`src/ifd_defines.svh`:
```
`ifndef IFD_DEFINES_SVH
`define IFD_DEFINES_SVH

// ----------------------------------------
// Function codes and configuration layout
// ----------------------------------------
`define IFD_CODE_W         5
`define IFD_ENTRY_BASE     30
`define IFD_NUM_PORTS      8
`define IFD_MON_ON         1'b1
`define IFD_AUTO_SEL_PORT  1'b0

// ----------------------------------------
// Timing
// ----------------------------------------
`define IFD_CLK_HZ         50000000
`define IFD_RESTART_MS     1000
`define IFD_RESTART_CYC    ((`IFD_CLK_HZ / 1000) * `IFD_RESTART_MS)

`endif

```
`src/ifd_pkg.sv`:
```
`include "ifd_defines.svh"

package ifd_pkg;

	// ----------------------------------------
	// Input function codes
	// ----------------------------------------
	typedef enum logic [`IFD_CODE_W-1:0] {
		IFD_FN_RESTART   = 5'h03,
		IFD_FN_SERVO     = 5'h04,
		IFD_FN_AUTO      = 5'h05,
		IFD_FN_PAUSE     = 5'h07,
		IFD_FN_PAUSE_REL = 5'h08,
		IFD_FN_ERR_RST   = 5'h10,
		IFD_FN_HOME      = 5'h12
	} ifd_func_e;

endpackage

```
`src/ifd_input_dispatch.sv`:
```
`timescale 1ns/1ps
`include "ifd_defines.svh"

module ifd_input_dispatch #(
	parameter int N         = `IFD_NUM_PORTS,
	parameter int HOLD_CYC  = `IFD_RESTART_CYC
) (
	input  wire logic                     sys_clk,
	input  wire logic                     sys_rst,
	input  wire logic                     ce,
	input  wire logic [N-1:0]             in_pins,
	input  wire logic [N*`IFD_CODE_W-1:0] cfg_entries,
	input  wire logic                     board_mon_en,
	input  wire logic                     auto_start_sel,
	input  wire logic                     auto_mode,
	input  wire logic                     board_err_in,
	output logic      [N-1:0]             gpi_level,
	output logic                          servo_on,
	output logic                          auto_run,
	output logic                          pause_active,
	output logic                          restart_req,
	output logic                          err_clear,
	output logic                          home_start,
	output logic                          board_err
);

	localparam int CW = $clog2(HOLD_CYC + 1);

	typedef struct packed {
		logic [N-1:0]  level;
		logic          servo_on;
		logic          auto_run;
		logic          pause;
		logic          restart;
		logic          err_clr;
		logic          home;
		logic          board_err;
		logic          boot_pend;
		logic          hold_done;
		logic [CW-1:0] hold_cnt;
	} ifd_main_s;

	ifd_main_s st_r;
	ifd_main_s st_nxt;

	logic [N-1:0] lvl;
	logic [N-1:0] rise;
	logic [N-1:0] fall;
	logic [N-1:0] rst_hold;
	logic [N-1:0] sv_rise;
	logic [N-1:0] sv_fall;
	logic [N-1:0] au_rise;
	logic [N-1:0] au_fall;
	logic [N-1:0] au_port;
	logic [N-1:0] pz_fall;
	logic [N-1:0] pr_rise;
	logic [N-1:0] er_rise;
	logic [N-1:0] hm_rise;

	// ----------------------------------------
	// Input synchronisation
	// ----------------------------------------
	ifd_sync_edge #(
		.N(N)
	) u_sync (
		.sys_clk (sys_clk),
		.sys_rst (sys_rst),
		.ce      (ce),
		.pin_in  (in_pins),
		.level   (lvl),
		.rise    (rise),
		.fall    (fall)
	);

	// ----------------------------------------
	// Per-port function decode
	// ----------------------------------------
	// Slot k of cfg_entries is configuration entry IFD_ENTRY_BASE + k
	for (genvar k = 0; k < N; k++) begin : g_port
		logic [`IFD_CODE_W-1:0] code;
		assign code        = cfg_entries[k*`IFD_CODE_W +: `IFD_CODE_W];
		// Codes outside the list match nothing below and stay plain levels
		assign rst_hold[k] = lvl[k]  && code == ifd_pkg::IFD_FN_RESTART;
		assign sv_rise[k]  = rise[k] && code == ifd_pkg::IFD_FN_SERVO;
		assign sv_fall[k]  = fall[k] && code == ifd_pkg::IFD_FN_SERVO;
		assign au_port[k]  = code == ifd_pkg::IFD_FN_AUTO;
		assign au_rise[k]  = rise[k] && au_port[k];
		assign au_fall[k]  = fall[k] && au_port[k];
		assign pz_fall[k]  = fall[k] && code == ifd_pkg::IFD_FN_PAUSE;
		assign pr_rise[k]  = rise[k] && code == ifd_pkg::IFD_FN_PAUSE_REL;
		assign er_rise[k]  = rise[k] && code == ifd_pkg::IFD_FN_ERR_RST;
		assign hm_rise[k]  = rise[k] && code == ifd_pkg::IFD_FN_HOME;
	end

	// ----------------------------------------
	// Next state
	// ----------------------------------------
	always_comb begin
		st_nxt           = st_r;
		st_nxt.level     = lvl;
		st_nxt.restart   = 1'b0;
		st_nxt.err_clr   = |er_rise;
		st_nxt.home      = |hm_rise && st_r.servo_on;
		st_nxt.board_err = board_err_in && board_mon_en;

		if (|sv_rise) begin
			st_nxt.servo_on = 1'b1;
		end else if (|sv_fall) begin
			st_nxt.servo_on = 1'b0;
		end

		if (auto_start_sel == `IFD_AUTO_SEL_PORT) begin
			if (|au_rise) begin
				st_nxt.auto_run = 1'b1;
			end else if (|au_fall) begin
				st_nxt.auto_run = 1'b0;
			end
		end

		st_nxt.boot_pend = 1'b0;
		if (st_r.boot_pend && auto_mode && !(|au_port) &&
				auto_start_sel != `IFD_AUTO_SEL_PORT) begin
			st_nxt.auto_run = 1'b1;
		end

		// Pause request wins over a release in the same cycle
		if (|pz_fall) begin
			st_nxt.pause = 1'b1;
		end else if (|pr_rise) begin
			st_nxt.pause = 1'b0;
		end

		if (!(|rst_hold)) begin
			st_nxt.hold_cnt  = '0;
			st_nxt.hold_done = 1'b0;
		end else if (!st_r.hold_done) begin
			if (st_r.hold_cnt == CW'(HOLD_CYC - 1)) begin
				st_nxt.restart   = 1'b1;
				st_nxt.hold_done = 1'b1;
			end else begin
				st_nxt.hold_cnt = st_r.hold_cnt + CW'(1);
			end
		end
	end

	always_ff @(posedge sys_clk) begin
		if (sys_rst) begin
			st_r           <= '0;
			st_r.boot_pend <= 1'b1;
		end else if (ce) begin
			st_r <= st_nxt;
		end
	end

	// ----------------------------------------
	// Outputs
	// ----------------------------------------
	assign gpi_level    = st_r.level;
	assign servo_on     = st_r.servo_on;
	assign auto_run     = st_r.auto_run;
	assign pause_active = st_r.pause;
	assign restart_req  = st_r.restart;
	assign err_clear    = st_r.err_clr;
	assign home_start   = st_r.home;
	assign board_err    = st_r.board_err;

	// ----------------------------------------
	// Assertions
	// ----------------------------------------
	a_board_mask: assert property (@(posedge sys_clk) disable iff (sys_rst)
		ce && !board_mon_en |=> !board_err)
		else $error("board error passed while monitor off");

	a_restart_hold: assert property (@(posedge sys_clk) disable iff (sys_rst)
		$rose(restart_req) |-> $past(st_r.hold_cnt) == CW'(HOLD_CYC - 1))
		else $error("restart without full hold time");

	a_restart_pulse: assert property (@(posedge sys_clk) disable iff (sys_rst)
		restart_req && ce |=> !restart_req)
		else $error("restart request longer than one cycle");

	a_servo_edges: assert property (@(posedge sys_clk) disable iff (sys_rst)
		ce && |sv_rise |=> servo_on)
		else $error("servo not on after rising edge");

	a_servo_off: assert property (@(posedge sys_clk) disable iff (sys_rst)
		ce && |sv_fall && !(|sv_rise) |=> !servo_on)
		else $error("servo not off after falling edge");

	a_auto_start: assert property (@(posedge sys_clk) disable iff (sys_rst)
		ce && |au_rise && auto_start_sel == `IFD_AUTO_SEL_PORT |=> auto_run)
		else $error("auto program not started on edge");

	a_auto_end: assert property (@(posedge sys_clk) disable iff (sys_rst)
		ce && |au_fall && !(|au_rise) && auto_start_sel == `IFD_AUTO_SEL_PORT
		|=> !auto_run)
		else $error("auto program not ended on edge");

	a_pause_set: assert property (@(posedge sys_clk) disable iff (sys_rst)
		ce && |pz_fall |=> pause_active)
		else $error("pause not taken on falling edge");

	a_pause_rel: assert property (@(posedge sys_clk) disable iff (sys_rst)
		ce && |pr_rise && !(|pz_fall) |=> !pause_active)
		else $error("pause not released on rising edge");

	a_err_clear: assert property (@(posedge sys_clk) disable iff (sys_rst)
		ce |=> err_clear == $past(|er_rise))
		else $error("error clear not tied to edge");

	a_home_gate: assert property (@(posedge sys_clk) disable iff (sys_rst)
		home_start |-> $past(servo_on) && $past(|hm_rise))
		else $error("home start without servo or edge");

	c_restart:   cover property (@(posedge sys_clk) disable iff (sys_rst) restart_req);
	c_pause_rel: cover property (@(posedge sys_clk) disable iff (sys_rst)
		$fell(pause_active));
	c_home:      cover property (@(posedge sys_clk) disable iff (sys_rst) home_start);
	c_boot_auto: cover property (@(posedge sys_clk) disable iff (sys_rst)
		st_r.boot_pend ##1 auto_run);

endmodule

```
`src/ifd_sync_edge.sv`:
```
`timescale 1ns/1ps
`include "ifd_defines.svh"

module ifd_sync_edge #(
	parameter int N = `IFD_NUM_PORTS
) (
	input  wire logic         sys_clk,
	input  wire logic         sys_rst,
	input  wire logic         ce,
	input  wire logic [N-1:0] pin_in,
	output logic      [N-1:0] level,
	output logic      [N-1:0] rise,
	output logic      [N-1:0] fall
);

	typedef struct packed {
		logic [N-1:0] s1;
		logic [N-1:0] s2;
		logic [N-1:0] prev;
	} ifd_sync_s;

	ifd_sync_s st_r;
	ifd_sync_s st_nxt;

	// ----------------------------------------
	// Two-stage synchroniser and edge history
	// ----------------------------------------
	always_comb begin
		st_nxt      = st_r;
		st_nxt.s1   = pin_in;
		st_nxt.s2   = st_r.s1;
		st_nxt.prev = st_r.s2;
	end

	always_ff @(posedge sys_clk) begin
		if (sys_rst) begin
			st_r <= '0;
		end else if (ce) begin
			st_r <= st_nxt;
		end
	end

	assign level = st_r.s2;
	assign rise  = st_r.s2 & ~st_r.prev;
	assign fall  = ~st_r.s2 & st_r.prev;

	a_edge_single: assert property (@(posedge sys_clk) disable iff (sys_rst)
		ce && |rise |=> !(|(rise & $past(rise))))
		else $error("edge event lasted more than one cycle");

endmodule

```
`config.mk`:
```
export PLATFORM = sky130hd
export DESIGN_NAME = ifd_input_dispatch
export DESIGN_NICKNAME = d
export VERILOG_FILES = /design/src/ifd_pkg.sv /design/src/ifd_input_dispatch.sv /design/src/ifd_sync_edge.sv
export VERILOG_INCLUDE_DIRS = /design/src
export SDC_FILE = /design/constraint.sdc
export NUM_CORES = 1
export LEC_CHECK = 0
export ABC_AREA = 1
export BUFFER_PORTS_ARGS = -buffer_cell sky130_fd_sc_hd__buf_4
export CORE_UTILIZATION = 40
export DETAILED_ROUTE_END_ITERATION = 10
export HOLD_SLACK_MARGIN = 0.08
export PLACE_DENSITY = 0.67
export SYNTH_ARGS = -nofsm -noshare
export SYNTH_HDL_FRONTEND = slang
export SYNTH_SLANG_ARGS = --single-unit
```
`constraint.sdc`:
```
create_clock -name sys_clk -period 5.4 [get_ports sys_clk]
set_input_delay 1.08 -clock sys_clk [delete_from_list [all_inputs] [get_ports sys_clk]]
set_output_delay 1.08 -clock sys_clk [all_outputs]
set_load 0.02 [all_outputs]
```
==> results.yml <==
timing:
  rsz0062_at_grt: "false"
  min_period_over_period_pct: 49.4
  max_freq_mhz: 375
  fin_crit_ns: 2.67
  worst_hold_slack_ns: 0.450
  worst_slew_pin_slew_ns: 0.842
  hold_viol_final: 0
  fin_tns_setup_ns: 0
  setup-violations-final: 0
  worst_slew_margin_rel_pct: 43.8
  timing.clock.skew_ns: 0.00473
  timing.final.max_slew_violations: 0
logic_synthesis:
  synth-seq-area-share_pct: 27.7
  post_synth_instance_area_um2: 4260
  post_syn_area_per_cell_um2: 5.76
  synth.ff_latch_count: 59
  synth_area_leaders: "sky130_fd_sc_hd__dfxtp_1 (28%), sky130_fd_sc_hd__nand2_1 (16%), sky130_fd_sc_hd__nor2_1 (13%), sky130_fd_sc_hd__inv_1 (8.5%), sky130_fd_sc_hd__nand3_1 (7.2%)"
  number_of_unique_standard_cell_types_used_by_synthesis: 33
  netlist.top_cell.by_area: "sky130_fd_sc_hd__dfxtp_1"
  syn_inst: 740
  ys_warn_count: 0
  post-synth-top-area-fraction_pct: 27.7
  synth_fp_nets: 796
layout:
  antenna_cells: 0
  final_nets: 846
  layout.filler_cells: 1082
  synthToLayoutAreaGrowth_pct: 17.0
  drive_gt1_share_pct: 13.1
clock_network:
  cts_tree: "yes"
  cts.sink_count: 59
  post_cts_resize_count: 0
  post_cts.repair.setup_buffers: 0
  post_cts_hold_buffer_count: 0
  cts-root-to-sink-buffers: 2
  cts-buffers-inserted: 9
  cts.clk_slew.worst_paths_ns: 0.06
  cts_htree_levels: 3
  clkLatencyLatePin_ns: 0.34
  clock_tree_root_buffer_cell: "sky130_fd_sc_hd__clkbuf_8"
detailed_routing:
  drt_pass_1_iters: 5
  detail_route.wl_per_cell_um: 13.2
  post_drt_via_cell_ratio: 5.15
  num_vias: 4793
  wl_um: 12300
  drtAntennaViolNets: 0
  drcViolationCount: 0
  drt_iter0_markers: 251
floorplanning:
  num_io_pins: 70
  die-area_um2: 11100
  placeableCoreArea_um2: 10300
  floorplan.rows: 37
  die_boundary_width_um: 105
  die-height_um: 105
  starting_density_pct: 41.3
power_and_ir_drop:
  power.static_leakage_nw: 2.18
  vdd.ir_drop.worst_mv: 0.125
  p_per_area_nw_per_um2: 205
critical_path:
  worst_ep_arrival_time_ns: 2.94
  cp-end-kind: "flip-flop"
  cp_max_fo: 60
  rr_startpoint: "st_r[0]"
  worstSetupStartpoint: "ce"
  worst-setup-path-type: "input port to flip-flop"
  cp_data_required_time_ns: 5.67
  critical_path.startpoint_type: "input port"
grt:
  gr-usage-all-layers_pct: 22.9
  grt_antenna_before_repair: 0
  global_route_wire_length_before_repair_um: 20300
  first_global_vias: 4417
  grt-ovfl-total: 0
  maximum_number_of_pins_on_one_net_before_global_route_repair: 61
place:
  place.gp.congestion: 0.935
  place_hpwl_um: 9430
  io_buffers: 69
worst_hold_path:
  hold_start: "st_r[27]"
  min-delay-path-class: "flip-flop to flip-flop"
job:
  max_cap_viol_count: 0
status:
  status: "complete, no violations"
-- synthesized netlist by cell type, drive strengths merged --
library cell and instances:
nand2 183, clkbuf 16, ha 1, o2111a 1
or2 1, o21ai 38, dfxtp 59, and2 1
o21a 1, inv 96, o21bai 1, nand4 35
a22oi 1, xnor2 1, nor3 21, o2111ai 1
nor2 146, nand3 62, buf 14, nand3b 2
a21oi 49, nor4 2, a211oi 1, o22ai 1
xor2 6
-- state kept, by name, summed over array words and instances, names as in the netlist, 8 cells and up --
register and flops:
u_sync.st_nxt 8, st_r 28, gpi_level 8, u_sync.level 8
-- placed cells by master (no fill, tap or decap) --
cell                         netlist  layout
sky130_fd_sc_hd__a211oi_1          1       1
sky130_fd_sc_hd__a21oi_1          38      38
sky130_fd_sc_hd__a21oi_2          11      11
sky130_fd_sc_hd__a22oi_1           1       1
sky130_fd_sc_hd__and2_1            1       1
sky130_fd_sc_hd__buf_4             8      69
sky130_fd_sc_hd__bufinv_16         0       1
sky130_fd_sc_hd__clkbuf_8          0      10
sky130_fd_sc_hd__clkinv_2          0       2
sky130_fd_sc_hd__clkinv_4          0       2
sky130_fd_sc_hd__clkinvlp_4        0       1
sky130_fd_sc_hd__dfxtp_1          59      59
sky130_fd_sc_hd__ha_1              1       1
sky130_fd_sc_hd__inv_1            96      96
sky130_fd_sc_hd__nand2_1         178     178
sky130_fd_sc_hd__nand2_2           3       3
sky130_fd_sc_hd__nand2_4           2       2
sky130_fd_sc_hd__nand3_1          61      61
sky130_fd_sc_hd__nand3_2           1       1
sky130_fd_sc_hd__nand3b_1          2       2
sky130_fd_sc_hd__nand4_1          35      35
sky130_fd_sc_hd__nor2_1          145     145
sky130_fd_sc_hd__nor2_4            1       1
sky130_fd_sc_hd__nor3_1           21      21
sky130_fd_sc_hd__nor4_1            2       2
sky130_fd_sc_hd__o2111a_1          1       1
sky130_fd_sc_hd__o2111ai_1         1       1
sky130_fd_sc_hd__o21a_1            1       1
sky130_fd_sc_hd__o21ai_0          38      38
sky130_fd_sc_hd__o21bai_1          1       1
sky130_fd_sc_hd__o22ai_1           1       1
sky130_fd_sc_hd__or2_2             1       1
sky130_fd_sc_hd__xnor2_1           1       1
sky130_fd_sc_hd__xor2_1            6       6
-- where the power goes --
part	switching [mW]	internal (mW)	total, mW
combinational	0.0973	0.0575	0.155
clock	0.179	0.225	0.404
sequential	0.0129	0.451	0.463
-- worst paths after layout --
check,end,slack (ns),cells past startpoint
worst min register to register,st_r[27],0.45,2
worst max-delay path,st_r[22],2.73,5
worst min-delay path,st_r[27],0.45,2
worst max register to register,st_r[0],3.16,11
-- routing by layer --
layer / vias up / wire (um) / track usage [%]
met2: 127 / 5850 / 39.7
met4: 0 / 389 / 10.8
li1: 2475 / - / -
met5: - / 0 / 0
met3: 32 / 539 / 3.37
met1: 2159 / 5480 / 27.7
-- metrics by stage --
stage                     utilization [%]  instances  power [mW]  cell area [um2]  worst slack [ns]
final                                48.3        931        1.02             4980              2.73
after global routing                 48.3        931        1.07             4980              2.44
after CTS                            48.3        931        1.03             4980              2.75
after detailed placement             46.3        915       0.627             4780              2.39
after global placement               46.3        915       0.624             4780              2.46
after floorplan                         -        740       0.561             4260              3.29
-- kinds of logic after synthesis --
| kind of cell | synth area share [%] |
|---|---|
| buf+inv | 12.4 |
| flops | 27.7 |
| fa+ha+maj | 0.294 |
| xor+xnor | 1.44 |
| compound gates | 12.5 |
| simple gates | 45.6 |
-- layout make-up --
class / count / area, um2 / share of cell area, %
clock buffers: 10 / 138 / 2.76
clock inverters: 6 / 65.1 / 1.31
inverters: 96 / 360 / 7.23
multi-input cells: 555 / 2550 / 51.2
flip-flops and latches: 59 / 1180 / 23.7
well taps: 136 / 170 / 3.41
repair buffers: 69 / 518 / 10.4
-- worst max-delay path, cell delays in order --
cell	delay (ns)
sky130_fd_sc_hd__buf_4	0.46
sky130_fd_sc_hd__inv_1	0.56
sky130_fd_sc_hd__a21oi_2	0.53
sky130_fd_sc_hd__nand2_1	0.13
sky130_fd_sc_hd__a21oi_2	0.13
No activity file was read; power rests on OpenSTA's default activity.
